[src/verilog/pmt_pkg.sv]
package pmt_pkg;

    // ==========================================
    // Register map (byte addresses)
    localparam logic [11:0] PMT_CTRL_OFS = 12'h000;
    localparam logic [11:0] PMT_COUNT_OFS = 12'h004;
    localparam logic [11:0] PMT_LIMIT_OFS = 12'h008;
    localparam logic [11:0] PMT_FLAGS_OFS = 12'h00c;
    localparam logic [11:0] PMT_CLEAR_OFS = 12'h010;
    localparam logic [11:0] PMT_ENABLE_OFS = 12'h014;

    // ==========================================
    // Control and flag field layout
    localparam int PMT_PRE_LSB = 0;
    localparam int PMT_PRE_MSB = 1;
    localparam int PMT_RUN_BIT = 2;
    localparam int PMT_POST_LSB = 3;
    localparam int PMT_POST_MSB = 6;
    localparam int PMT_MATCH_FLAG_BIT = 1;

    // ==========================================
    // Reset values
    localparam logic [6:0] PMT_CTRL_RST = 7'h00;
    localparam logic [7:0] PMT_COUNT_RST = 8'h00;
    localparam logic [7:0] PMT_LIMIT_RST = 8'hff;
    localparam logic [7:0] PMT_FLAGS_RST = 8'h00;

    // ==========================================
    // Timing: instruction clock is the bus clock divided by four
    localparam logic [1:0] PMT_ICLK_DIV_LAST = 2'h3;
    localparam logic [3:0] PMT_PRE_LAST_4 = 4'h3;
    localparam logic [3:0] PMT_PRE_LAST_16 = 4'hf;

    // Prescale select codes
    typedef enum logic [1:0]
    {
        PMT_PRE_DIV1 = 2'b00,
        PMT_PRE_DIV4 = 2'b01
    } pmt_pre_e;

endpackage

[src/verilog/pmt_tick_if.sv]
`timescale 1ns/1ps
// Scaler-to-core link: clear request and prescaled tick
interface pmt_tick_if;
    logic clear;
    logic tick;
    modport core (output clear, input tick);
    modport scaler (input clear, output tick);
endinterface

[src/verilog/pmt_postscaler.sv]
`timescale 1ns/1ps
module pmt_postscaler
    import pmt_pkg::*;
(
    input wire logic pclk,
    input wire logic presetn,
    input wire logic clear,
    input wire logic match,
    input wire logic [3:0] ratio,
    output logic event_out
);

    logic [3:0] post_r;
    logic [3:0] post_nxt;
    logic ev_nxt;

    // ==========================================
    // Match divider, ratio is field plus one
    always_comb
    begin
        post_nxt = post_r;
        ev_nxt = 1'b0;
        if (clear)
        begin
            post_nxt = 4'h0;
        end
        else if (match)
        begin
            if (post_r >= ratio)
            begin
                post_nxt = 4'h0;
                ev_nxt = 1'b1;
            end
            else
            begin
                post_nxt = post_r + 4'h1;
            end
        end
    end

    always_ff @(posedge pclk or negedge presetn)
    begin
        if (!presetn)
        begin
            post_r <= 4'h0;
            event_out <= 1'b0;
        end
        else
        begin
            post_r <= post_nxt;
            event_out <= ev_nxt;
        end
    end

endmodule

[src/verilog/pmt_prescaler.sv]
`timescale 1ns/1ps
module pmt_prescaler
    import pmt_pkg::*;
(
    input wire logic pclk,
    input wire logic presetn,
    input wire logic run,
    input wire logic [1:0] sel,
    pmt_tick_if.scaler lnk
);

    logic [1:0] phase_r;
    logic [1:0] phase_nxt;
    logic [3:0] pre_r;
    logic [3:0] pre_nxt;
    logic tick_nxt;
    logic [3:0] last;

    // ==========================================
    // Instruction clock and prescaler
    always_comb
    begin
        phase_nxt = phase_r;
        pre_nxt = pre_r;
        tick_nxt = 1'b0;
        // Divide by 1, 4 or 16
        case (sel)
            PMT_PRE_DIV1: last = 4'h0;
            PMT_PRE_DIV4: last = PMT_PRE_LAST_4;
            default: last = PMT_PRE_LAST_16;
        endcase
        if (lnk.clear)
        begin
            phase_nxt = 2'h0;
            pre_nxt = 4'h0;
        end
        else if (run)
        begin
            phase_nxt = phase_r + 2'h1;
            if (phase_r == PMT_ICLK_DIV_LAST)
            begin
                if (pre_r >= last)
                begin
                    pre_nxt = 4'h0;
                    tick_nxt = 1'b1;
                end
                else
                begin
                    pre_nxt = pre_r + 4'h1;
                end
            end
        end
    end

    // Registers only; stopped timer holds its phase
    always_ff @(posedge pclk or negedge presetn)
    begin
        if (!presetn)
        begin
            phase_r <= 2'h0;
            pre_r <= 4'h0;
            lnk.tick <= 1'b0;
        end
        else
        begin
            phase_r <= phase_nxt;
            pre_r <= pre_nxt;
            lnk.tick <= tick_nxt;
        end
    end

endmodule

[src/verilog/pmt_timer.sv]
`timescale 1ns/1ps
module pmt_timer
    import pmt_pkg::*;
(
    input wire logic pclk,
    input wire logic presetn,
    input wire logic psel,
    input wire logic penable,
    input wire logic pwrite,
    input wire logic [11:0] paddr,
    input wire logic [31:0] pwdata,
    input wire logic [3:0] pstrb,
    output logic [31:0] prdata,
    output logic pready,
    output logic pslverr,
    output logic irq,
    output logic serial_shift_clk,
    output logic pwm_time_base_match,
    output logic [7:0] pwm_time_base_count
);

    logic [6:0] ctrl_r;
    logic [6:0] ctrl_nxt;
    logic [7:0] count_r;
    logic [7:0] count_nxt;
    logic [7:0] limit_r;
    logic [7:0] limit_nxt;
    logic [7:0] flags_r;
    logic [7:0] flags_nxt;
    logic [7:0] enable_r;
    logic [7:0] enable_nxt;
    logic match_r;
    logic match_nxt;
    logic [31:0] rdata_nxt;
    logic [31:0] rdata_r;
    logic wr;
    logic rd;
    logic lane0;
    logic hit;
    logic post_event;

    pmt_tick_if tlnk();

    // ==========================================
    // APB decode; zero wait states
    assign wr = psel & penable & pwrite;
    assign rd = psel & ~penable & ~pwrite;
    assign lane0 = pstrb[0];
    assign pready = 1'b1;
    always_comb
    begin
        case (paddr)
            PMT_CTRL_OFS, PMT_COUNT_OFS, PMT_LIMIT_OFS,
            PMT_FLAGS_OFS, PMT_CLEAR_OFS, PMT_ENABLE_OFS: hit = 1'b1;
            default: hit = 1'b0;
        endcase
    end
    // Unmapped addresses answer with an error
    assign pslverr = psel & penable & ~hit;

    // clear on counter or control write
    assign tlnk.clear = wr & lane0 & ((paddr == PMT_COUNT_OFS) | (paddr == PMT_CTRL_OFS));

    // ==========================================
    // Prescaler and postscaler
    pmt_prescaler u_pre
    (
        .pclk(pclk),
        .presetn(presetn),
        .run(ctrl_r[PMT_RUN_BIT]),
        .sel(ctrl_r[PMT_PRE_MSB:PMT_PRE_LSB]),
        .lnk(tlnk.scaler)
    );

    pmt_postscaler u_post
    (
        .pclk(pclk),
        .presetn(presetn),
        .clear(tlnk.clear),
        .match(match_r),
        .ratio(ctrl_r[PMT_POST_MSB:PMT_POST_LSB]),
        .event_out(post_event)
    );

    // ==========================================
    // Counter and register writes
    always_comb
    begin
        ctrl_nxt = ctrl_r;
        count_nxt = count_r;
        limit_nxt = limit_r;
        enable_nxt = enable_r;
        match_nxt = 1'b0;
        if (tlnk.tick)
        begin
            if (count_r == limit_r)
            begin
                count_nxt = 8'h00;
                match_nxt = 1'b1;
            end
            else
            begin
                count_nxt = count_r + 8'h01;
            end
        end
        if (wr & lane0)
        begin
            case (paddr)
                PMT_CTRL_OFS: ctrl_nxt = pwdata[6:0];
                // software writes counter, wins over tick
                PMT_COUNT_OFS: count_nxt = pwdata[7:0];
                PMT_LIMIT_OFS: limit_nxt = pwdata[7:0];
                PMT_ENABLE_OFS: enable_nxt = pwdata[7:0];
                default: ;
            endcase
        end
    end

    // ==========================================
    // Sticky flags; set beats clear
    always_comb
    begin
        flags_nxt = flags_r;
        if (wr & lane0 & (paddr == PMT_CLEAR_OFS))
        begin
            flags_nxt = flags_r & ~pwdata[7:0];
        end
        if (post_event)
        begin
            flags_nxt[PMT_MATCH_FLAG_BIT] = 1'b1;
        end
    end

    // ==========================================
    // Read mux; registered on setup so data is stable in access
    always_comb
    begin
        rdata_nxt = rdata_r;
        if (rd)
        begin
            case (paddr)
                PMT_CTRL_OFS: rdata_nxt = {25'h0, ctrl_r};
                PMT_COUNT_OFS: rdata_nxt = {24'h0, count_r};
                PMT_LIMIT_OFS: rdata_nxt = {24'h0, limit_r};
                PMT_FLAGS_OFS: rdata_nxt = {24'h0, flags_r};
                PMT_ENABLE_OFS: rdata_nxt = {24'h0, enable_r};
                default: rdata_nxt = 32'h0;
            endcase
        end
    end
    assign prdata = rdata_r;

    // ==========================================
    // State registers
    always_ff @(posedge pclk or negedge presetn)
    begin
        if (!presetn)
        begin
            ctrl_r <= PMT_CTRL_RST;
            count_r <= PMT_COUNT_RST;
            limit_r <= PMT_LIMIT_RST;
            flags_r <= PMT_FLAGS_RST;
            enable_r <= PMT_FLAGS_RST;
            match_r <= 1'b0;
            rdata_r <= 32'h0;
            irq <= 1'b0;
        end
        else
        begin
            ctrl_r <= ctrl_nxt;
            count_r <= count_nxt;
            limit_r <= limit_nxt;
            flags_r <= flags_nxt;
            enable_r <= enable_nxt;
            match_r <= match_nxt;
            rdata_r <= rdata_nxt;
            irq <= |(flags_nxt & enable_nxt);
        end
    end

    // ==========================================
    // Outputs to neighbouring units
    // match pulse as shift clock source
    assign serial_shift_clk = match_r;
    assign pwm_time_base_match = match_r;
    assign pwm_time_base_count = count_r;

endmodule
[config.mk]
export PLATFORM = sky130hd
export DESIGN_NAME = pmt_timer
export DESIGN_NICKNAME = d
export VERILOG_FILES = /design/src/verilog/pmt_pkg.sv /design/src/verilog/pmt_tick_if.sv /design/src/verilog/pmt_postscaler.sv /design/src/verilog/pmt_prescaler.sv /design/src/verilog/pmt_timer.sv
export SDC_FILE = /design/constraint.sdc
export NUM_CORES = 1
export LEC_CHECK = 0
export BUFFER_PORTS_ARGS = -buffer_cell sky130_fd_sc_hd__buf_2
export CAP_MARGIN = 20
export CORE_MARGIN = 2
export CORE_UTILIZATION = 47
export DETAILED_ROUTE_END_ITERATION = 12
export GPL_TIMING_DRIVEN = 0
export PLACE_DENSITY = 0.78
export SLEW_MARGIN = 20
export SYNTH_ARGS = -nofsm -noshare
export SYNTH_HDL_FRONTEND = slang
export SYNTH_SLANG_ARGS = --single-unit
export TNS_END_PERCENT = 1
[constraint.sdc]
create_clock -name pclk -period 1.83 [get_ports pclk]
set_input_delay 0.183 -clock pclk [delete_from_list [all_inputs] [get_ports pclk]]
set_output_delay 0.183 -clock pclk [all_outputs]
set_load 0.01 [all_outputs]
Word level (Yosys, flattened, before mapping)
Index checks and enable logic that the tools add are counted.
W data, S select, Z words.
{"block": "op_classes", "order_cmp": 2, "mul": 0, "n_bitwise": 15, "n_shift": 0, "n_reduce_logical": 10, "add_sub_neg": 4, "mux": 29, "div": 0, "eq_ne": 8}
{"cell": "$mux W8", "count": 7}
{"cell": "$pmux W8 S5", "count": 1}
{"cell": "$mux W4", "count": 7}
{"cell": "$eq A12 B4 Y1 const B", "count": 2}
{"cell": "$eq A12 B5 Y1 const B", "count": 2}
{"cell": "$and A8 B8 Y8", "count": 2}
{"cell": "$eq A12 B3 Y1 const B", "count": 1}
{"cell": "$logic_not A12 Y1", "count": 1}
{"cell": "$mux W1", "count": 11}
{"cell": "$add A4 B1 Y4 const B", "count": 2}
{"cell": "$add A8 B1 Y8 const B", "count": 1}
{"cell": "$and A1 B1 Y1", "count": 8}
{"cell": "$eq A8 B8 Y1", "count": 1}
{"cell": "$ge A4 B4 Y1", "count": 2}
{"cell": "$not A8 Y8", "count": 1}
{"cell": "$pmux W4 S2", "count": 1}
{"cell": "$reduce_or A8 Y1", "count": 1}
{"cell": "$reduce_and A2 Y1", "count": 3}
{"cell": "$reduce_bool A2 Y1", "count": 3}
{"cell": "$reduce_or A6 Y1", "count": 1}
{"cell": "$mux W2", "count": 2}
{"cell": "$not A1 Y1", "count": 3}
{"cell": "$add A2 B1 Y2 const B", "count": 1}
{"cell": "$eq A2 B1 Y1 const B", "count": 1}
{"cell": "other kinds (3)", "count": 3}
{"block": "totals", "rom_bits": 0, "latchBits": 0, "elab_cells": 81, "n_memories": 0, "ramBits": 0, "regBits": 85}

Logic depth before layout (Yosys ltp)
Gate-level depths: netlist (run 1).
{"block": "logic_depth", "depth_word": 8, "ltp_mapped": 8, "mapped_depth_nobuf": 8}

By module
A second synthesis (run 1) with hierarchy kept.
{"block": "hier_totals", "hier_cells": 341, "area_unflattened_um2": 3508.4}
{"mod": "pmt_timer", "cells_per_inst": 260, "instances": 1, "area_each_um2": 2712.6, "seq_area_each_um2": 1236.2}
{"mod": "pmt_prescaler", "cells_per_inst": 45, "instances": 1, "area_each_um2": 427.9, "seq_area_each_um2": 175.2}
{"mod": "pmt_postscaler", "cells_per_inst": 36, "instances": 1, "area_each_um2": 367.9, "seq_area_each_um2": 125.1}

Least setup slack after synthesis (run 1)
Ideal clock, no wire load.
{"block": "synth_path", "kind": "register -> register", "from": "reg ctrl_r[1]", "to": "reg u_pre.pre_r[2]", "t_arrival_ps": 1842, "path_stages_with_launch": 9, "slack_ps": -98, "path_buffers": 0, "synth_period_minus_slack_ps": 1928, "setup_ps": 86, "path_cell_list": "dfrtp_1 > or2_2 > ha_1 > nand2b_1 > a21o_1 > a21o_1 > a21oi_1 > nor2_1 > nor3_1"}
{"block": "synth_via", "elab_chain_len": 7, "elab_cells_between_ends": 8, "cone_classes": "order compare (1); eq/ne (1); mux (5); reduce/logical (1)"}
{"element": "start: declaration", "line_no": "pmt_timer.sv:22", "rtl": "logic [6:0] ctrl_r;"}
{"element": "start signal: assignment", "line_no": "pmt_timer.sv:170", "rtl": "ctrl_r <= ctrl_nxt;"}
{"element": "$eq A2 B1 Y1 or $logic_not A2 Y1 (tied branches)", "line_no": "pmt_prescaler.sv:27", "rtl": "case (sel)"}
{"element": "$pmux W4 S2 *", "line_no": "pmt_prescaler.sv:27"}
{"element": "$ge A4 B4 Y1 *", "line_no": "pmt_prescaler.sv:42", "rtl": "if (pre_r >= last)"}
{"element": "$mux W4 *", "line_no": "pmt_prescaler.sv:42"}
{"element": "$mux W4 *", "line_no": "pmt_prescaler.sv:40", "rtl": "if (phase_r == PMT_ICLK_DIV_LAST)"}
{"element": "$mux W4 *", "line_no": "pmt_prescaler.sv:37", "rtl": "else if (run)"}
{"element": "$mux W4 *", "line_no": "pmt_prescaler.sv:32", "rtl": "if (lnk.clear)"}
{"element": "end signal: assignment", "line_no": "pmt_prescaler.sv:67", "rtl": "pre_r <= pre_nxt;"}
{"element": "end: declaration", "line_no": "pmt_prescaler.sv:14", "rtl": "logic [3:0] pre_r;"}
Every way passes the cells marked *; elsewhere a longest branch is shown, timed or not. The select of a mux whose other input is x is not followed.
A chain may end at the register's enable or synchronous reset.

Final worst setup path (run 1)
{"block": "layout_path", "from": "reg ctrl_r[1]", "to": "reg u_pre.pre_r[1]"}
Same word-level chain as after synthesis.

==> summary.txt, run 1 <==
Worst setup path
  • Critical Path AT: 2.12 ns
  • CP max FO: 4
  • Crit Path Class: reg2reg
  • Launch point of the worst reg-to-reg path: ctrl_r[1]
  • Worst R2R Path Depth: 8
  • Crit start category: flop
  • WP data required: 2.09 ns
  • Type of element capturing the critical path: flop
  • Critical Path Start: ctrl_r[1]

STA
  • Slew Viols, Final: 0
  • Clock skew: 0.0102 ns
  • Slew HR: 46.2%
  • Fin crit period: 1.87 ns
  • Final setup margin: -0.0395 ns
  • Final setup viols: 2
  • Tcrit/Tclk final: 102%
  • Slew @ Worst Pin: 0.806 ns
  • Highest Clock Rate: 535 MHz
  • RSZ-0062 raised after global routing: yes
  • Final Hold Vio Count: 0

Logic synthesis
  • Count of different cell masters after synthesis: 47
  • Seq/Total Area, Yosys: 44.4%
  • Post-Syn Instances: 336
  • Post-synth EDFFs: 0
  • Cell taking the most area after synthesis: dfrtp_1
  • Syn avg cell area: 10.3 um2
  • Syn. warnings: 0
  • Synthesized flop and latch total: 61
  • Synth top area cells: dfrtp_1, dfstp_2, buf_4
  • Synth top area share: 38.4%
  • Synthesized area: 3460 um2
  • Ys async rst share: 100%
  • Predominant post-synthesis flop cell: dfrtp_1

Floorplan
  • Die footprint: 8060 um2
  • I/O Pins: 98
  • Num rows: 31
  • Die height: 89.8 um
  • Initial Utilization: 48.2%
  • Die X: 89.8 um
  • Total core area: 7180 um2

GRT
  • Grt ovf: 0
  • First-pass GRT wire length: 13,300 um
  • Vias in the first global route: 2,722
  • Global Route Usage Sum: 20.5%
  • Largest net degree at the start of global routing: 62
  • Initial antenna violation count: 0

Place
  • RePlAce Congestion: 0.850
  • # port buffers: 44
  • DP HPWL: 5810 um
  • Dpl cells: 502

Route
  • Detailed Routing Iterations Pass 1: 4
  • Initial DRC count: 189
  • Post-route DRC: 0
  • Antenna-violating nets left: 0
  • Via count: 2,714
  • Total routed wirelength: 7960 um
  • Routed WL per cell: 15.2 um
  • Vias per cell: 5.17

Job
  • Max-cap violation count: 0

Hold path
  • Hold WC Path Type: in2reg
  • HP Start: pwdata[7]
  • Hold Path Cell Cnt: 2

Power and ir drop
  • Reg power frac: 48.6%
  • Clock network fraction of total power: 40.8%
  • Cell internal pwr: 0.00217 W
  • Logic pwr share: 10.6%
  • NetSw: 0.000709 W
  • Sw Ratio: 24.6%
  • Power per cell area: 686 nW/um2
  • Peak VDD IR: 0.456 mV
  • LEAKAGE: 2.03 nW

Clock network
  • CTS tree: built
  • CTS root buf: clkbuf_8
  • Worst-path clk slew: 0.07 ns
  • Clock latency on the worst-skew pair: 0.34 ns
  • H-Tree Depth: 3
  • CTS buffer count: 9
  • Clock Path Buffers: 2
  • Sink Count: 61

Final layout
  • Commonest non-fill, non-tap cell in the layout: dfrtp_1
  • Layout fillers: 621
  • Share of cells above drive strength 1: 32.6%
  • # diodes: 0
  • Nets: 486
  • Area grow syn2layout: 21.3%
  • Core Util, Final: 58.4%
  • Most frequent cells in the layout: dfrtp_1, buf_2, nand2_1, buf_4, conb_1
  • Finished Layout Cells: 525

Status
  • Failing checks: setup timing
  • Outcome: finished, violations left
## worst max-delay path: stages (launching register included)
cell      delay [ns]
dfrtp_1         0.38
or2_4           0.27
ha_4            0.21
nand2b_4        0.13
a21o_1          0.15
a21o_1          0.18
a21oi_4         0.18
nand4_1         0.12
a21oi_1         0.17
## stage by stage
stage          TNS [ns]  worst slack (ns)  cell area (um2)  power (W)  hold slack (ns)
6_report        -0.0665           -0.0395             4190    0.00288            0.120
5_1_grt          -0.387            -0.137             4190    0.00299            0.125
4_1_cts        -0.00640          -0.00640             4150    0.00289            0.121
3_5_place_dp      -4.14            -0.285             3900    0.00172            0.308
3_3_place_gp      -3.37            -0.268             3890    0.00171            0.455
2_1_floorplan         0            0.0322             3550    0.00159           -0.113
## power groups by stage
| stage | clock network [W] | logic (W) | registers (W) |
|---|---|---|---|
| after floorplan | 0 | 0.000155 | 0.00144 |
| after global placement | 0 | 0.000289 | 0.00142 |
| after detailed placement | 0 | 0.000293 | 0.00142 |
| after CTS | 0.00119 | 0.000301 | 0.00140 |
| after global routing | 0.00125 | 0.000336 | 0.00140 |
| final | 0.00117 | 0.000304 | 0.00140 |
## routing by layer
metal / track usage [%] / share of wire, %
met2: 32.9 / 48
met4: 6.15 / 1.7
met1: 27.9 / 44
met3: 5.03 / 6.5
met5: 0 / 0
## worst paths after layout
path,end,slack [ns]
max reg2reg,u_pre.pre_r[1],-0.04
min reg2reg,limit_r[0],0.51
min,flags_r[7],0.12
min in group asynchronous,u_post.post_r[0],0.45
max in group asynchronous,flags_r[3],0.86
max,u_pre.pre_r[1],-0.04
## registers in the layout (all words and copies together), names as in the netlist, 2 cells and up
signal	flops
flags_r	8
u_pre.phase_r	2
ctrl_r	7
limit_r	8
pwm_time_base_count	8
enable_r	8
u_pre.pre_r	4
prdata	8
u_post.post_r	4
## cell usage after synthesis (all sizes together), types with 9 or more instances
master / instances
a22oi: 9
nand2: 42
xnor2: 13
nor2: 26
inv: 16
dfrtp: 53
nor3: 9
a21oi: 16
ha: 12
o21ai: 16
mux2: 9
buf: 30
nand4: 11
## repair_timing
action / in CTS / in global routing
pin swaps: 7 / 7
gates cloned: 0 / 0
setup buffers: 4 / 2
resized for setup: 2 / 7
endpoints found under the setup margin: 4 / 15
hold endpoints to repair: 53 / 0
hold buffers: 1 / 0
## kinds of logic after synthesis
kind of cell             synth area share [%]
AO/OA/AOI/OAI                            10.1
XOR/XNOR                                 4.81
adder cells (fa/ha/maj)                  4.34
buffers and inverters                    8.72
flip-flops                               44.4
multiplexers                             9.37
other                                   0.217
AND/OR/NAND/NOR                          18.0
## layout make-up
cell class,count,area [um2],share of cell area [%]
Buffer,34,241,5.76
Clock buffer,11,141,3.37
Clock inverter,5,50.0,1.19
Inverter,16,60.1,1.43
Multi-Input combinational cell,248,1760,42.0
Sequential cell,61,1540,36.6
Tap cell,99,124,2.95
Timing Repair Buffer,51,278,6.62
No activity file was read; power rests on OpenSTA's default activity.
==> inputs of run 2 (changes only) <==
- BUFFER_PORTS_ARGS: -buffer_cell sky130_fd_sc_hd__buf_2 -> unset
- CORE_UTILIZATION: 47 -> 50
- DONT_BUFFER_PORTS: unset -> 1
- PLACE_DENSITY: 0.78 -> 0.67
- clock period: 1.83 -> 2.2 ns (I/O delays scaled with it)
==> run 2 against run 1 <==
The flow now finishes without violations; combinational power shrank 40%; flip-flop and latch count is the same; power fell by 20%; global-route usage grew 0.73 points; via count decreased by 9.3%; clock skew down 0.0032 ns; maximum frequency shrank 6.3%; non-clock buffer count decreased by 44; largest cell class unchanged.
==> summary.txt, run 2 (same netlist as run 1, synthesis figures left out) <==
STA
  • Slew HR: 47.6%
  • WHS: 0.00362 ns
  • Final Hold Vio Count: 0
  • Fin crit period: 2.00 ns
  • Slew @ Worst Pin: 0.784 ns
  • RSZ-0062 raised after global routing: no
  • Final setup viols: 0
  • Highest Clock Rate: 501 MHz
  • Slew Viols, Final: 0
  • Total Neg Setup Slack: 0 ns
  • Tcrit/Tclk final: 90.7%
  • Clock skew: 0.00699 ns

Place
  • DP HPWL: 5570 um
  • Area post-placement: 3640 um2
  • # port buffers: 0
  • RePlAce Congestion: 0.816

Floorplan
  • Die height: 87.2 um
  • Die X: 87.2 um
  • Total core area: 6760 um2
  • Die footprint: 7600 um2
  • Initial Utilization: 51.2%
  • Num rows: 30
  • I/O Pins: 98

Status
  • Outcome: finished, final reports clean

Final layout
  • Area grow syn2layout: 13.3%
  • Commonest non-fill, non-tap cell in the layout: dfrtp_1
  • Nets: 442
  • Share of cells above drive strength 1: 21.5%
  • Core Util, Final: 58.0%
  • Most frequent cells in the layout: dfrtp_1, nand2_1, buf_4, nor2_1, conb_1
  • Finished Cell Area: 3920 um2
  • # diodes: 0

GRT
  • Vias in the first global route: 2,352
  • Global Route Usage Sum: 21.3%
  • Largest net degree at the start of global routing: 62
  • Initial antenna violation count: 0
  • First-pass GRT wire length: 12,000 um
  • Grt ovf: 0

Worst setup path
  • CP max FO: 4
  • Type of element capturing the critical path: flop
  • Critical Path AT: 2.27 ns
  • Crit start category: flop
  • Crit Path Class: reg2reg
  • WP data required: 2.47 ns

Power and ir drop
  • Total power: 0.00231 W
  • Power per cell area: 589 nW/um2
  • LEAKAGE: 1.84 nW
  • Peak VDD IR: 0.489 mV

Route
  • Total routed wirelength: 7480 um
  • Via count: 2,462
  • Initial DRC count: 149
  • Routed WL per cell: 16.2 um
  • Vias per cell: 5.33
  • Post-route DRC: 0
  • Antenna-violating nets left: 0
  • Detailed Routing Iterations Pass 1: 4

Job
  • Max-cap violation count: 0

Hold path
  • Hold WC Path Type: in2reg

Clock network
  • Worst-path clk slew: 0.07 ns
  • CTS tree: built
  • CTS buffer count: 9
  • CTS root buf: clkbuf_8
  • Clock latency on the worst-skew pair: 0.35 ns
  • Post-CTS Setup Bufs: 0
  • H-Tree Depth: 3
  • Clock Path Buffers: 2
  • Sink Count: 61
## run 2: critical path, cell delays in order (launching register included)
cell and delay (ns):
dfrtp_1 0.39, or2_2 0.31, ha_1 0.26, nand2b_1 0.14, a21o_1 0.17, a21o_1 0.18
a21oi_2 0.20, nand4_1 0.12, a21oi_1 0.15
## run 2: through the flow
stage	std cells	worst slack [ns]
final	462	0.204
after floorplan	359	0.272
after global routing	462	0.0913
after global placement	439	0.129
after CTS	462	0.102
after detailed placement	439	0.104
## run 2: worst paths after layout
path	end	depth (start not counted)	slack, ns	from
worst max-delay path	u_pre.pre_r[0]	8	0.20	ctrl_r[1]
worst min-delay path	flags_r[4]	1	0.004	pwdata[4]
worst max register to register	u_pre.pre_r[0]	8	0.20	ctrl_r[1]
worst min register to register	enable_r[3]	2	0.49	enable_r[3]
max in group asynchronous	limit_r[0]	2	1.48	presetn
min in group asynchronous	pwm_time_base_count[7]	2	0.43	presetn
## run 2: what timing repair did
item                                    CTS  global route
endpoints found under the setup margin    0             4
hold buffers                              7             0
gates resized for setup                   0             1
hold endpoints to repair                 67             0
## run 2: area by class of cell
type / instances / area, um2
multi-input cells: 248 / 1710
clock buffers: 10 / 128
repair buffers: 7 / 87.6
inverters: 16 / 60.1
flip-flops and latches: 61 / 1540
plain buffers: 34 / 241
fillers: 571 / 2840
clock inverters: 6 / 55.1
well taps: 80 / 100
## run 2: layer usage
metal | GRT usage (%) | up-vias | share of wire, %
li1 | - | 1213 | -
met1 | 30.9 | 1176 | 47
met2 | 30.9 | 65 | 45
met3 | 6.07 | 8 | 6.2
met4 | 6.71 | 0 | 1.0
met5 | 0 | - | 0
## run 2: power by group
part,total [W],switching [W],internal (W)
Combinational,0.000182,0.0000987,0.0000835
Sequential,0.00118,0.0000302,0.00115
Clock,0.000947,0.000434,0.000513
Total,0.00231,0.000563,0.00175
